## config.mk

```make
export PLATFORM = sky130hd
export DESIGN_NAME = tmrb_ctrl
export DESIGN_NICKNAME = d
export VERILOG_FILES = /design/src/core/tmrb_pkg.sv /design/src/core/tmrb_ctrl.sv
export SDC_FILE = /design/constraint.sdc
export NUM_CORES = 1
export LEC_CHECK = 0
export BUFFER_PORTS_ARGS = -buffer_cell sky130_fd_sc_hd__buf_2
export CAP_MARGIN = 20
export CORE_UTILIZATION = 40
export CTS_BUF_LIST = sky130_fd_sc_hd__clkbuf_16
export DETAILED_ROUTE_END_ITERATION = 10
export PLACE_DENSITY_LB_ADDON = 0.08
export SKIP_LAST_GASP = 1
export SLEW_MARGIN = 20
export SYNTH_ARGS = -nofsm -noshare
export SYNTH_HDL_FRONTEND = slang
export SYNTH_SLANG_ARGS = --single-unit
```

## constraint.sdc

```tcl
create_clock -name mclk_i -period 3.25 [get_ports mclk_i]
set_input_delay 0.4875 -clock mclk_i [delete_from_list [all_inputs] [get_ports mclk_i]]
set_output_delay 0.4875 -clock mclk_i [all_outputs]
set_load 0.02 [all_outputs]
```

## src/core/tmrb_pkg.sv

```systemverilog
package tmrb_pkg;

  // ----------------------------------------------------------------
  // Register map
  // ----------------------------------------------------------------
  localparam int          ADDR_W         = 5;
  localparam int          DATA_W         = 16;
  localparam logic [4:0]  ADDR_COMPARE   = 5'h05;
  localparam logic [4:0]  ADDR_CONTROL   = 5'h0A;
  localparam logic [4:0]  ADDR_COUNT     = 5'h0B;
  localparam logic [4:0]  ADDR_CAPRELOAD = 5'h0C;
  localparam logic [4:0]  ADDR_IRQ_STAT  = 5'h0D;
  localparam logic [4:0]  ADDR_IRQ_MASK  = 5'h0E;

  // ----------------------------------------------------------------
  // Control fields
  // ----------------------------------------------------------------
  localparam int          CTL_CAP_SEL    = 0;
  localparam int          CTL_IRQ_EN     = 1;
  localparam int          CTL_RUN        = 2;
  localparam int          CTL_EXT_EN     = 3;
  localparam int          CTL_DOWN_EN    = 4;
  localparam int          CTL_CLKOUT_EN  = 5;
  localparam int          CTL_EXT_FLAG   = 6;
  localparam int          CTL_OVF_FLAG   = 7;
  localparam int          CTL_PWM_EN     = 11;
  localparam logic [15:0] CTL_WR_MASK    = 16'h0FFF;
  localparam logic [15:0] CTL_RESET      = 16'h0000;
  localparam logic [15:0] CNT_MAX        = 16'hFFFF;
  localparam logic [15:0] CNT_ZERO       = 16'h0000;
  localparam logic [15:0] CNT_ONE        = 16'h0001;

  // ----------------------------------------------------------------
  // Event status fields
  // ----------------------------------------------------------------
  localparam int          EV_W           = 3;
  localparam int          EV_TIMER_REQ   = 0;
  localparam int          EV_CAPTURE     = 1;
  localparam int          EV_RELOAD      = 2;
  localparam logic [2:0]  EV_NONE        = 3'h0;

  typedef enum logic [1:0] {
    TMRB_DIR_UP   = 2'b01,
    TMRB_DIR_DOWN = 2'b10
  } tmrb_dir_t;

  typedef struct packed {
    logic [ADDR_W-1:0] addr;
    logic [DATA_W-1:0] wdata;
    logic              wr;
    logic              rd;
  } tmrb_bus_req_t;

endpackage

```

## src/core/tmrb_ctrl.sv

```systemverilog
// Chosen here: the strobed register port.
`timescale 1ns/10ps

// Operation
// - Control register clears to zero on reset
// - Capture mode: pin falling edge captures count
// - Reload mode: reload on overflow and pin edge
// - Irq enable gates overflow and trigger flags
// - Clock output mode: overflow sets, no irq
// - Counts only while run bit set
// - Pin edge reloads count to zero, up-count
// - External enable low ignores pin events
// - PWM falling edge sets trigger, no reload
// - Down enable: pin selects count direction
// - PWM up/down direction chosen internally
// - Compare: restart, or alternate up/down
// - Overflow flag set by hardware, software clears
// - One register holds capture and reload value
// - Software set trigger flag raises irq
module tmrb_ctrl (
  input  wire logic                   mclk_i,
  input  wire logic                   rst_i,
  input  wire tmrb_pkg::tmrb_bus_req_t bus_i,
  output logic [tmrb_pkg::DATA_W-1:0] rdata_o,
  input  wire logic                   ext_pin_i,
  output logic                        pwm_o,
  output logic                        timer_irq_o,
  output logic                        irq_o
);
  import tmrb_pkg::*;

  // ----------------------------------------------------------------
  // Elaboration checks
  // ----------------------------------------------------------------
  // Count, registers and read-back padding are built for these widths
  if (DATA_W != 16 || EV_W != 3) begin : g_width_chk
    $error("register word must be 16 bits and status 3 bits");
  end

  // ----------------------------------------------------------------
  // State
  // ----------------------------------------------------------------
  typedef struct packed {
    logic [15:0]       ctrl;
    logic [15:0]       count;
    logic [15:0]       cap_rel;
    logic [15:0]       compare;
    logic [EV_W-1:0]   status;
    logic [EV_W-1:0]   mask;
    logic [15:0]       rdata;
    tmrb_dir_t         dir;
    logic              pin_prev;
    logic              pwm;
    logic              req_prev;
  } tmrb_state_t;

  tmrb_state_t s;
  tmrb_state_t next_s;

  function automatic logic hit(input tmrb_bus_req_t b, input logic [ADDR_W-1:0] a);
    hit = b.wr && (b.addr == a);
  endfunction

  logic cap_sel;
  logic irq_en;
  logic run;
  logic ext_en;
  logic down_en;
  logic clkout_en;
  logic pwm_mode;
  logic pin_fall;
  logic pwm_fall;
  logic timer_req;
  logic wr_ctrl;
  logic wr_count;
  logic wr_cr;

  assign cap_sel   = s.ctrl[CTL_CAP_SEL];
  assign irq_en    = s.ctrl[CTL_IRQ_EN];
  assign run       = s.ctrl[CTL_RUN];
  assign ext_en    = s.ctrl[CTL_EXT_EN];
  assign down_en   = s.ctrl[CTL_DOWN_EN];
  assign clkout_en = s.ctrl[CTL_CLKOUT_EN];
  assign pwm_mode  = s.ctrl[CTL_PWM_EN] && !cap_sel;
  assign pin_fall  = s.pin_prev && !ext_pin_i;
  assign pwm_fall  = s.pwm && !(s.count < s.compare);
  assign wr_ctrl   = hit(bus_i, ADDR_CONTROL);
  assign wr_count  = hit(bus_i, ADDR_COUNT);
  assign wr_cr     = hit(bus_i, ADDR_CAPRELOAD);

  // Clock output mode masks the overflow flag, never the trigger flag
  assign timer_req = irq_en && ((s.ctrl[CTL_OVF_FLAG] && !clkout_en)
                     || s.ctrl[CTL_EXT_FLAG]);

  // ----------------------------------------------------------------
  // Next state
  // ----------------------------------------------------------------
  always_comb begin
    logic        ovf_ev;
    logic        ext_ev;
    logic        cap_ev;
    logic        rel_ev;
    logic [15:0] w;
    next_s = s;
    ovf_ev = 1'b0;
    ext_ev = 1'b0;
    cap_ev = 1'b0;
    rel_ev = 1'b0;
    w      = bus_i.wdata;
    next_s.pin_prev = ext_pin_i;
    next_s.pwm      = pwm_mode && (s.count < s.compare);
    next_s.req_prev = timer_req;

    // Counting, one step per clock while running
    if (run) begin
      if (cap_sel) begin
        next_s.count = s.count + CNT_ONE;
        if (s.count == CNT_MAX) begin
          ovf_ev = 1'b1;
        end
      end else if (pwm_mode) begin
        if (!down_en) begin
          if (s.count >= s.cap_rel) begin
            next_s.count = CNT_ZERO;
            ovf_ev       = 1'b1;
          end else begin
            next_s.count = s.count + CNT_ONE;
          end
        end else begin
          unique case (s.dir)
            TMRB_DIR_UP: begin
              if (s.count >= s.cap_rel) begin
                next_s.dir   = TMRB_DIR_DOWN;
                next_s.count = s.count - CNT_ONE;
              end else begin
                next_s.count = s.count + CNT_ONE;
              end
            end
            TMRB_DIR_DOWN: begin
              if (s.count == CNT_ZERO) begin
                next_s.dir   = TMRB_DIR_UP;
                next_s.count = CNT_ONE;
                ovf_ev       = 1'b1;
              end else begin
                next_s.count = s.count - CNT_ONE;
              end
            end
            default: next_s.dir = TMRB_DIR_UP;
          endcase
        end
      end else if (down_en && !ext_pin_i) begin
        if (s.count == CNT_ZERO) begin
          next_s.count = s.cap_rel;
          ovf_ev       = 1'b1;
        end else begin
          next_s.count = s.count - CNT_ONE;
        end
      end else begin
        if (s.count == CNT_MAX) begin
          next_s.count = s.cap_rel;
          ovf_ev       = 1'b1;
          rel_ev       = 1'b1;
        end else begin
          next_s.count = s.count + CNT_ONE;
        end
      end
    end

    // External pin edges: ignored unless enabled; the pin level still selects down counting
    if (ext_en) begin
      if (cap_sel && pin_fall) begin
        next_s.cap_rel = s.count;
        ext_ev         = 1'b1;
        cap_ev         = 1'b1;
      end else if (pwm_mode) begin
        ext_ev = pwm_fall;
      end else if (!cap_sel && !down_en && pin_fall) begin
        next_s.count = CNT_ZERO;
        ext_ev       = 1'b1;
        rel_ev       = 1'b1;
      end
    end

    // Software writes; a hardware flag set wins over a clear
    if (wr_ctrl) begin
      next_s.ctrl = w & CTL_WR_MASK;
    end
    next_s.ctrl[CTL_OVF_FLAG] = (wr_ctrl ? w[CTL_OVF_FLAG] : s.ctrl[CTL_OVF_FLAG])
                                || ovf_ev;
    next_s.ctrl[CTL_EXT_FLAG] = (wr_ctrl ? w[CTL_EXT_FLAG] : s.ctrl[CTL_EXT_FLAG])
                                || ext_ev;
    if (wr_count) begin
      next_s.count = w;
    end
    if (wr_cr) begin
      next_s.cap_rel = w;
    end
    if (hit(bus_i, ADDR_COMPARE)) begin
      next_s.compare = w;
    end
    if (hit(bus_i, ADDR_IRQ_MASK)) begin
      next_s.mask = w[EV_W-1:0];
    end
    next_s.status = s.status & ~(hit(bus_i, ADDR_IRQ_STAT) ? w[EV_W-1:0] : EV_NONE);
    next_s.status[EV_TIMER_REQ] = next_s.status[EV_TIMER_REQ] || (timer_req && !s.req_prev);
    next_s.status[EV_CAPTURE]   = next_s.status[EV_CAPTURE] || cap_ev;
    next_s.status[EV_RELOAD]    = next_s.status[EV_RELOAD] || rel_ev;

    // Read data stand only in the cycle after the strobe
    next_s.rdata = CNT_ZERO;
    if (bus_i.rd) begin
      unique case (bus_i.addr)
        ADDR_CONTROL:   next_s.rdata = s.ctrl;
        ADDR_COUNT:     next_s.rdata = s.count;
        ADDR_CAPRELOAD: next_s.rdata = s.cap_rel;
        ADDR_COMPARE:   next_s.rdata = s.compare;
        ADDR_IRQ_STAT:  next_s.rdata = {13'h0000, s.status};
        ADDR_IRQ_MASK:  next_s.rdata = {13'h0000, s.mask};
        default:        next_s.rdata = CNT_ZERO;
      endcase
    end
  end

  always_ff @(posedge mclk_i or posedge rst_i) begin
    if (rst_i) begin
      s          <= '0;
      s.ctrl     <= CTL_RESET;
      s.dir      <= TMRB_DIR_UP;
    end else begin
      s <= next_s;
    end
  end

  // ----------------------------------------------------------------
  // Outputs
  // ----------------------------------------------------------------
  assign rdata_o     = s.rdata;
  assign pwm_o       = s.pwm && clkout_en;
  assign timer_irq_o = timer_req;
  assign irq_o       = |(s.status & s.mask);

  logic quiet;
  assign quiet = !wr_ctrl && !wr_count && !wr_cr;
endmodule

```

After elaboration in Yosys (flattened, before gate mapping)
Cells that the tools add are included.
{"block": "classes", "mux": 49, "n_bitwise": 4, "n_reduce_logical": 36, "order_cmp": 2, "div_mod_pow": 0, "mul": 0, "add_sub_neg": 2, "shift": 0, "eq_ne": 11}
{"operator": "$mux W16", "n": 17}
{"operator": "$pmux W16 S6", "n": 1}
{"operator": "$mux W32", "n": 1}
{"operator": "$pmux W16 S2", "n": 1}
{"operator": "$eq A5 B4 Y1 const B", "n": 5}
{"operator": "$mux W1", "n": 25}
{"operator": "$logic_and A1 B1 Y1", "n": 18}
{"operator": "$add A16 B1 Y16 const B", "n": 1}
{"operator": "$eq A16 B16 Y1 const B", "n": 1}
{"operator": "$ge A16 B16 Y1", "n": 1}
{"operator": "$logic_not A16 Y1", "n": 1}
{"operator": "$lt A16 B16 Y1", "n": 1}
{"operator": "$sub A16 B1 Y16 const B", "n": 1}
{"operator": "$and A3 B3 Y3", "n": 2}
{"operator": "$logic_not A1 Y1", "n": 6}
{"operator": "$logic_or A1 B1 Y1", "n": 6}
{"operator": "$reduce_and A6 Y1", "n": 1}
{"operator": "$eq A5 B3 Y1 const B", "n": 1}
{"operator": "$mux W2", "n": 2}
{"operator": "$ne A2 B2 Y1 const B", "n": 2}
{"operator": "$pmux W2 S2", "n": 1}
{"operator": "$reduce_bool A2 Y1", "n": 2}
{"operator": "$mux W3", "n": 1}
{"operator": "$not A3 Y3", "n": 1}
{"operator": "5 further kinds", "n": 5}
{"block": "word_totals", "n_memories": 0, "register_bits": 87, "latchBits": 0, "rom_bits": 0, "word_cells": 116, "out_inout_bits": 19, "ram_bits": 0, "input_bits": 26}

Longest topological paths before layout
Gate-level depths: netlist (run 1).
{"block": "logic_depth", "depth_word": 12, "ltp_mapped": 11, "ltp_nobuf": 9}

Worst setup path before layout (run 1)
Ideal clock, no wire load.
{"block": "synth_path", "kind": "reg-to-reg", "from": "register s[59] in the netlist's numbering", "to": "register s[72] in the netlist's numbering", "arrival_ns": 2.638, "t_required_ns": 3.124, "slack_ns": 0.486, "n_path_buf": 1, "setup_ns": 0.126, "synth_period_minus_slack_ns": 2.764, "path_stages_with_launch": 11, "cell_sequence": "dfrtp_1 buf_1 inv_1 ha_1 nor2b_1 o21ai_1 a311oi_1 o21ai_1 a211o_1 a311o_1 a221o_1"}
{"element": "from (decl)", "line_no": "tmrb_ctrl.sv:57", "source": "tmrb_state_t s;"}
{"element": "from (signal assigned)", "line_no": "tmrb_ctrl.sv:230", "source": "s <= next_s;"}

==> flow_summary.toml, run 1 <==
[pwr]
comb_power_share_pct = 57.3
leakagePower_nw = 3.34
pwr-share-seq_pct = 26.7
power.switching_w = 0.00346
power.density_mw_per_mm2 = 880
swShare_pct = 50.0
vdd_drop_max_v = 0.000571
intPower_w = 0.00346
pwr-share-clk_pct = 16.0

[critical_path]
reg2reg_depth = 9
criticalPathCategory = "register to register"
rr_endpoint = "s[60]"
startpoint_type = "register"
endpoint_kind = "register"
critical_path_required_ps = 3480
worstPathMaxFanout = 7
r2r-start = "s[69]"
arrival_ps = 3320
r2r_slack_ps = 160

[synthesis]
ys_top_cells_by_area = "dfrtp_1 (31%), ha_1 (6.4%), mux2_2 (4.7%)"
synth_adder_area_share_pct = 6.42
synth_top_family_by_area = "compound AO/OA/AOI/OAI gates"
yosys.area_share.simple_pct = 21.0
yosysTopAreaCell = "dfrtp_1"
syn_area_per_cell_um2 = 8.27
synth_commonest_cells = "dfrtp_1 (86), nand2_1 (79), nor2_1 (59)"
synth.net_count = 911
yosysMostFrequentCell = "dfrtp_1"
synth_compound_area_share_pct = 24.3
synth_edf_count = 0
synth_warnings = 0
synth-xor-area-share_pct = 3.24
synthArstFlopShare_pct = 100
synth-main-ff-cell = "dfrtp_1"
ys_ff_latch = 87
synthMuxAreaShare_pct = 5.70
ys_types = 78
synthesis.area_mm2 = 0.00702
yosysSeqAreaShare_pct = 31.0
syn-instance-count = 849
synth_top_area_share_pct = 30.7

[detailed_routing]
drc_errors = 0
wl_per_cell_um = 24.4
drtAntennaViolNets = 0
vias = 7176
drt_iter0_markers = 935
drt_wl_total_um = 27000
vias_per_cell = 6.49
drtPass1Iterations = 6

[clock_network]
cts.clk_slew.worst_paths_ps = 80
cts_buffers = 9
clkLatencyLatePin_ps = 360
htreeDepth = 3
cts_root_buf = "clkbuf_16"
clock_path_buffers = 2
cts_tree = "done"
cts_sinks = 87

[floorplanning]
die_h_um = 134
pin_count = 45
initial_utilization_pct = 40.7
die_w_um = 134
rows = 48
die_area_mm2 = 0.0181
core_area_mm2 = 0.0172

[status]
status = "finished, final reports clean"

[timing]
hold_viol_final = 0
rsz0062_at_grt = "no"
whs_ps = 243
finalSetupTns_ps = 0
finalCriticalPeriod_ps = 3090
fin_skew_ps = 13.9
tightestPinTransition_ps = 936
timing.fmax_ghz = 0.323
slew_violations = 0
finalSetupViolCount = 0
fin_crit_sh_pct = 95.2
maxSlewHeadroom_pct = 36.7

[placed_design]
place_hpwl_um = 19400
dpl-instance-area_mm2 = 0.00755
io_buffer_count = 44
place.gp.congestion = 1.01

[layout]
fillers = 1697
area_growth_pct = 12.1
drive_above_1_share_pct = 18.5
layout.nets = 938
diodes = 0
fin_area_mm2 = 0.00787

[grt]
globalRouteTotalUtil_pct = 30.5
grt_pass1_wl_um = 41100
grt_max_degree = 88
grt_antenna_before_repair = 0
grt_overflow_total = 0
grt_pass1_vias = 6768

[run]
maxCapViolations = 0

[worst_hold_path]
hp-class = "input pin to async pin"
layout make-up:
| class | instances | area (um2) | area share, % |
|---|---|---|---|
| Clock buffer | 9 | 225 | 2.86 |
| Tap cell | 225 | 282 | 3.58 |
| Timing Repair Buffer | 101 | 661 | 8.40 |
| Multi-Input combinational cell | 628 | 4260 | 54.2 |
| Clock inverter | 7 | 76.3 | 0.970 |
| Inverter | 49 | 185 | 2.35 |
| Sequential cell | 87 | 2180 | 27.7 |
power groups by stage:
stage	sequential (W)	clock (W)	combinational, W
floorplan	0.00161	0	0.00265
global placement	0.00184	0	0.00382
finish	0.00185	0.00111	0.00397
detailed placement	0.00185	0	0.00384
CTS	0.00183	0.00112	0.00386
global route	0.00188	0.00116	0.00427
metal layers:
layer	share of wire (%)	track usage, %
met1	42	41.6
met2	45	47.6
met3	8.5	4.54
met4	4.2	13.9
met5	0	0
cell families (layout without fill, tap and decap cells):
group / Yosys count / count (layout)
adders and majority gates: 36 / 36
AOI/OAI and AO/OA: 247 / 247
xor gates and xnor gates: 26 / 26
buffers and inverters: 134 / 166
and+or+nand+nor: 283 / 283
muxes: 36 / 36
DFF: 87 / 87
worst max-delay path by stage:
stage / slack (ps) / to / from / depth (start not counted)
global route: 50 / s[60] / s[52] / 10
finish: 160 / s[60] / s[69] / 9
floorplan: 490 / s[72] / s[59] / 10
CTS: 200 / s[60] / s[66] / 9
detailed placement: 210 / s[60] / s[67] / 9
global placement: 210 / s[60] / s[67] / 9
metrics by stage:
| step | utilization (%) | instances | total power (W) | worst slack (ps) |
|---|---|---|---|---|
| after floorplan | - | 849 | 0.00426 | 486 |
| after global placement | 43.8 | 1089 | 0.00566 | 210 |
| after detailed placement | 43.8 | 1089 | 0.00569 | 213 |
| after CTS | 45.6 | 1105 | 0.00681 | 204 |
| after global routing | 45.6 | 1106 | 0.00731 | 46.8 |
| final | 45.6 | 1106 | 0.00692 | 155 |
worst max-delay path: stages, from the launching register on:
cell	delay (ps)
dfrtp_1	620
ha_1	330
o21ai_0	150
nor2_1	60
o31ai_1	470
o21a_1	450
buf_4	210
nor3b_1	50
o41ai_1	500
a21boi_1	130
state kept, by name, summed over array words and instances (netlist names):
signal,cells
s,65
rdata_o,16
cap_sel,1
clkout_en,1
down_en,1
ext_en,1
irq_en,1
run,1
repair_timing:
item,4_1_cts,5_1_grt
buffers inserted,0,0
hold endpoints to repair,0,0
endpoints found under the setup margin,0,3
hold buffers,0,0
gates resized for setup,0,1
cells in the final DEF (no fill, tap or decap), types with 6 or more instances in the layout:
master,n
a31oi_1,17
mux2_2,29
nor2_1,59
a211oi_1,17
xor2_1,7
nor2b_1,10
o21ai_1,8
o22ai_1,14
dfrtp_1,86
o211ai_1,6
o31ai_1,6
buf_4,55
inv_1,47
nor3_1,12
ha_1,36
a21o_1,8
nand2b_1,9
and3_1,7
mux2i_1,6
xnor2_1,19
nand2_1,79
nand3_1,48
nor3b_1,10
a21oi_1,54
o21ai_0,32
buf_2,44
nand4_1,11
o221ai_1,8
a222oi_1,17
clkbuf_16,9
Power figures use the tool's default switching activity.
==> inputs of run 2 (changes only) <==
--- a/config.mk
+++ b/config.mk
@@ -5,14 +5,14 @@
 export SDC_FILE = /design/constraint.sdc
 export NUM_CORES = 1
 export LEC_CHECK = 0
-export BUFFER_PORTS_ARGS = -buffer_cell sky130_fd_sc_hd__buf_2
 export CAP_MARGIN = 20
 export CORE_UTILIZATION = 40
 export CTS_BUF_LIST = sky130_fd_sc_hd__clkbuf_16
+export CTS_CLUSTER_DIAMETER = 150
 export DETAILED_ROUTE_END_ITERATION = 10
+export DONT_BUFFER_PORTS = 1
 export PLACE_DENSITY_LB_ADDON = 0.08
 export SKIP_LAST_GASP = 1
-export SLEW_MARGIN = 20
 export SYNTH_ARGS = -nofsm -noshare
 export SYNTH_HDL_FRONTEND = slang
 export SYNTH_SLANG_ARGS = --single-unit
==> run 2 against run 1 <==
Compared with the run above: largest power group unchanged; clock skew decreased by 3.0 ps; sequential power down 3%; non-clock buffer count is 43 lower; via count is 1.6% lower; sequential share of layout area rose by 0.78 points; count of clock-buffer cells in the layout stayed put; die area is the same; routed wire length grew 2.9%; combinational power about the same.
==> flow_summary.toml, run 2 (synthesis gave the netlist of run 1 again) <==
[timing]
fin_skew_ps = 10.9
tightestPinTransition_ps = 1060
whs_ps = 153
hold_viol_final = 0
fin_crit_sh_pct = 91.3
finalSetupTns_ps = 0
slew_violations = 0
timing.fmax_ghz = 0.337
maxSlewHeadroom_pct = 28.5
finalCriticalPeriod_ps = 2970
rsz0062_at_grt = "no"
finalSetupViolCount = 0

[floorplanning]
die_area_mm2 = 0.0181
core_area_mm2 = 0.0172
pin_count = 45
die_w_um = 134
die_h_um = 134
rows = 48
initial_utilization_pct = 40.7

[pwr]
vdd_drop_max_v = 0.000731
leakagePower_nw = 3.15
power.density_mw_per_mm2 = 904

[detailed_routing]
wl_met1_um = 12100
met3_wirelength_um = 2190
vias_per_cell = 6.64
drtAntennaViolNets = 0
drt_wl_total_um = 27800
met2_wirelength_um = 12400
highest_layer = "met4"
drt_iter0_markers = 817
drtPass1Iterations = 6
wl_per_cell_um = 26.2
drc_errors = 0
vias = 7060

[grt]
grt_max_degree = 68
grt_pass1_wl_um = 42300
globalRouteTotalUtil_pct = 31.6
grt_antenna_before_repair = 0
grt_pass1_vias = 6860
grt_overflow_total = 0

[placed_design]
io_buffer_count = 0
place_hpwl_um = 20400
place.gp.congestion = 1.01

[clock_network]
htreeDepth = 3
cts_tree = "done"
cts.clk_slew.worst_paths_ps = 70
cts_resized = 0
cts_sinks = 87
cts_buffers = 9
clkLatencyLatePin_ps = 360
cts.hold.buffers_added = 0
clock_path_buffers = 2
cts_root_buf = "clkbuf_16"
cts_setup_buffers = 0

[critical_path]
endpoint_kind = "register"
cpPeakStageDelay_ps = 630
r2r_slack_ps = 280
reg2reg_depth = 9
cp_num_buf_inv = 1
worstPathMaxFanout = 10
r2r-start = "s[60]"
arrival_ps = 3180
critical_path_required_ps = 3460
rr_endpoint = "s[67]"
criticalPathCategory = "register to register"
crit_chain = "inv_1 -> ha_1 -> nor4b_1 -> and4_1 -> mux2i_2 -> o221ai_1 -> a21oi_1 -> o21ai_1 -> a211oi_1"
critPathSlowestCell = "dfrtp_1"
crit_family = "compound AO/OA/AOI/OAI gates"
startpoint_type = "register"

[layout]
final_common_cell = "dfrtp_1"
drive_above_1_share_pct = 14.0
diodes = 0
layout.nets = 895
regMostFlops = "s"
largest_reg_flops = 65
fillers = 1738
area_growth_pct = 9.00
most-common-layout-cells = "dfrtp_1 (86), nand2_1 (79), nor2_1 (59)"

[worst_hold_path]
hp-class = "input pin to register"
hold_end = "s[2]"
hold_depth = 0
hold_start = "ext_pin_i"

[run]
maxCapViolations = 0

[status]
status = "finished, final reports clean"
run 2: cell types whose count changed in the layout (fill, tap and decap cells not counted), sizes merged:
cell      previous run  this run
clkbuf              10         9
buf                100        58
clkinv               2         4
clkinvlp             1         0
inv                 52        50
bufinv               1         2
run 2: how the worst max path moves through the flow:
stage                     start  endpoint  cells past startpoint
after floorplan           s[59]     s[72]                     10
after global placement    s[69]     s[72]                      7
after detailed placement  s[60]     s[72]                      8
after CTS                 s[60]     s[72]                      8
after global routing      s[60]     s[72]                      8
final                     s[60]     s[67]                      9
run 2: cell type report:
| class | count | area, um2 | share of cell area [%] |
|---|---|---|---|
| Multi-Input combinational cell | 628 | 4260 | 55.6 |
| Sequential cell | 87 | 2180 | 28.5 |
| Timing Repair Buffer | 58 | 435 | 5.69 |
| Tap cell | 225 | 282 | 3.68 |
| Clock buffer | 9 | 225 | 2.94 |
| Inverter | 49 | 186 | 2.44 |
| Clock inverter | 7 | 88.8 | 1.16 |
run 2: metrics by stage:
step	util, %	cells	worst slack (ps)	total power [W]	area, um2
6_report	44.4	1063	284	0.00692	7650
3_5_place_dp	42.6	1047	387	0.00568	7340
4_1_cts	44.4	1063	369	0.00683	7650
5_1_grt	44.4	1063	153	0.00730	7650
2_1_floorplan	-	849	486	0.00426	7020
3_3_place_gp	42.6	1047	413	0.00564	7340
run 2: routing by layer:
layer | vias up | GRT usage [%]
met5 | - | 0
li1 | 3092 | -
met1 | 3507 | 43.5
met3 | 78 | 5.07
met2 | 383 | 48.8
met4 | 0 | 13.5
run 2: power breakdown:
group	internal [W]	switching [W]
clock network	0.000669	0.000476
logic	0.00146	0.00252
registers	0.00137	0.000429
==> inputs of run 3 (changes only) <==
--- a/config.mk
+++ b/config.mk
@@ -5,6 +5,7 @@
 export SDC_FILE = /design/constraint.sdc
 export NUM_CORES = 1
 export LEC_CHECK = 0
+export ABC_AREA = 1
 export CAP_MARGIN = 20
 export CORE_UTILIZATION = 40
 export CTS_BUF_LIST = sky130_fd_sc_hd__clkbuf_16
==> run 3 against run 2 <==
Compared with the run above: the run now ends with DRC left; count of clock-buffer cells in the layout is the same; combinational power shrank 3%; critical path type unchanged; worst hold slack worse by 110 ps; routed wire length increased by 1.5%; final cell count grew 29%; die area increased by 6.1%; sequential share of layout area decreased by 1.0 points; core utilization down 0.61 points; largest power group unchanged; design area up 3.8%; sequential power decreased by 9%.
==> flow_summary.toml, run 3 <==
[pwr]
power.density_mw_per_mm2 = 833
intPower_w = 0.00312
swShare_pct = 52.9
comb_power_share_pct = 58.1
pwr-share-clk_pct = 17.1
pwr-share-seq_pct = 24.8
leakagePower_nw = 4.00
vdd_drop_max_v = 0.000299
power.switching_w = 0.00350

[timing]
timing.fmax_ghz = 0.372
finalSetupTns_ps = 0
fin_crit_sh_pct = 82.8
finalCriticalPeriod_ps = 2690
tightestPinTransition_ps = 1060
rsz0062_at_grt = "no"
slew_violations = 0
maxSlewHeadroom_pct = 29.0
finalSetupViolCount = 0
hold_viol_final = 0
fin_skew_ps = 14.0

[synthesis]
synth_commonest_cells = "nand2_1 (343), inv_1 (167), o21ai_0 (111)"
syn-instance-count = 1158
synth_edf_count = 0
synth.net_count = 1220
syn_area_per_cell_um2 = 6.44
yosysMostFrequentCell = "nand2_1"
synthesis.area_mm2 = 0.00746
synth-main-ff-cell = "dfrtp_1"
synthArstFlopShare_pct = 100
synth_warnings = 0
synth_top_area_share_pct = 28.9
ys_top_cells_by_area = "dfrtp_1 (29%), nand2_1 (17%), inv_1 (8.4%)"
ys_ff_latch = 87
ys_types = 44
yosysTopAreaCell = "dfrtp_1"
yosysSeqAreaShare_pct = 29.2

[detailed_routing]
drtAntennaViolNets = 0
drtPass1Iterations = 8
drc_errors = 7
drt_iter0_markers = 710
vias_per_cell = 5.62
vias = 7700
wl_per_cell_um = 20.6
drt_wl_total_um = 28200

[clock_network]
cts.hold.buffers_added = 0
cts_resized = 0
cts_setup_buffers = 0
cts_sinks = 87
cts_tree = "done"
cts_root_buf = "clkbuf_16"
cts_buffers = 9
clkLatencyLatePin_ps = 360
htreeDepth = 3
clock_path_buffers = 2
cts.clk_slew.worst_paths_ps = 80

[critical_path]
r2r-start = "s[59]"
worstPathMaxFanout = 16
rr_endpoint = "s[68]"
startpoint_type = "register"
reg2reg_depth = 17
endpoint_kind = "register"
critical_path_required_ps = 3510
r2r_slack_ps = 560
arrival_ps = 2950
criticalPathCategory = "register to register"

[floorplanning]
die_w_um = 139
die_area_mm2 = 0.0192
initial_utilization_pct = 41.1
pin_count = 45
core_area_mm2 = 0.0181
die_h_um = 139
rows = 49

[layout]
most-common-layout-cells = "nand2_1 (343), inv_1 (166), o21ai_0 (111)"
final_cell_count_no_fill = 1371
diodes = 0
drive_above_1_share_pct = 8.58
regMostFlops = "s"
area_growth_pct = 6.53
largest_reg_flops = 65
final_common_cell = "nand2_1"
layout.nets = 1200

[worst_hold_path]
hp-class = "input pin to async pin"

[grt]
grt_antenna_before_repair = 0
grt_overflow_total = 0
grt_pass1_wl_um = 43500
grt_max_degree = 38
globalRouteTotalUtil_pct = 29.9
grt_pass1_vias = 7273

[placed_design]
place.gp.congestion = 0.971
placed_cells = 1356
io_buffer_count = 0
place_hpwl_um = 21000

[run]
maxCapViolations = 0

[status]
violations = "DRC"
status = "finished with violations"
==> run 3: cell count changes in the layout (fill, tap and decap cells not counted), sizes merged, moves of 18 or more <==
| cell | change |
|---|---|
| inv | +135 |
| a211oi | -18 |
| nand3 | +21 |
| buf | -27 |
| nand2 | +273 |
| o21ai | +85 |
| mux2 | -29 |
==> run 3: worst max-delay path by stage <==
stage / start / end / slack [ps] / cells past startpoint
floorplan: rst_i / cap_sel / 510 / 1
global placement: s[59] / s[66] / 610 / 17
detailed placement: s[59] / s[68] / 610 / 17
CTS: s[59] / s[64] / 590 / 17
global route: s[59] / s[66] / 320 / 17
finish: s[59] / s[68] / 560 / 17
==> run 3: area by class of cell <==
| class | instances | area (um2) |
|---|---|---|
| clock buffers | 9 | 225 |
| clock inverters | 6 | 77.6 |
| fillers | 1959 | 10200 |
| inverters | 184 | 696 |
| multi-input cells | 825 | 4240 |
| flip-flops and latches | 87 | 2180 |
| well taps | 229 | 287 |
| repair buffers | 31 | 245 |
==> run 3: metrics by stage <==
step / util (%) / worst slack [ps] / power [W] / instance area, um2 / hold slack (ps)
2_1_floorplan: - / 514 / 0.00426 / 7460 / 453
3_3_place_gp: 42.1 / 605 / 0.00543 / 7640 / 438
3_5_place_dp: 42.1 / 606 / 0.00539 / 7640 / 446
4_1_cts: 43.8 / 590 / 0.00654 / 7940 / 60.8
5_1_grt: 43.8 / 316 / 0.00712 / 7940 / 83.3
6_report: 43.8 / 561 / 0.00662 / 7940 / 43.2
==> run 3: power by group through the flow <==
| stage | sequential, W | clock (W) | combinational [W] |
|---|---|---|---|
| floorplan | 0.00151 | 0 | 0.00275 |
| global route | 0.00166 | 0.00118 | 0.00428 |
| finish | 0.00164 | 0.00113 | 0.00384 |
| global placement | 0.00165 | 0 | 0.00378 |
| detailed placement | 0.00165 | 0 | 0.00374 |
| CTS | 0.00163 | 0.00115 | 0.00376 |
==> run 3: logic make-up after synthesis <==
family | after synthesis | synth area share, %
and+or+nand+nor | 537 | 31.3
xor gates and xnor gates | 15 | 1.76
adders and majority gates | 36 | 6.04
DFF | 87 | 29.2
buffers and inverters | 246 | 14.0
AOI/OAI and AO/OA | 237 | 17.7
==> run 3: worst max-delay path, cell delays in order, from the launching register on <==
cell	delay (ps)
dfrtp_1	570
inv_2	200
ha_1	320
nand4_1	100
nor2_1	100
nor2_1	40
nand2_1	120
nand2_2	100
nand2_2	300
inv_1	260
nand4_1	130
nand2_1	50
inv_1	50
nand2_1	40
nand2_1	60
nand2_1	40
nand2_1	50
nand2_1	50
==> run 3: metal layers <==
| metal | GRT usage [%] | part of all wire [%] | vias up |
|---|---|---|---|
| met4 | 11.8 | 3.5 | 0 |
| met3 | 4.59 | 7.3 | 64 |
| li1 | - | - | 3677 |
| met1 | 39.8 | 43 | 3597 |
| met5 | 0 | 0 | - |
| met2 | 48.8 | 46 | 362 |
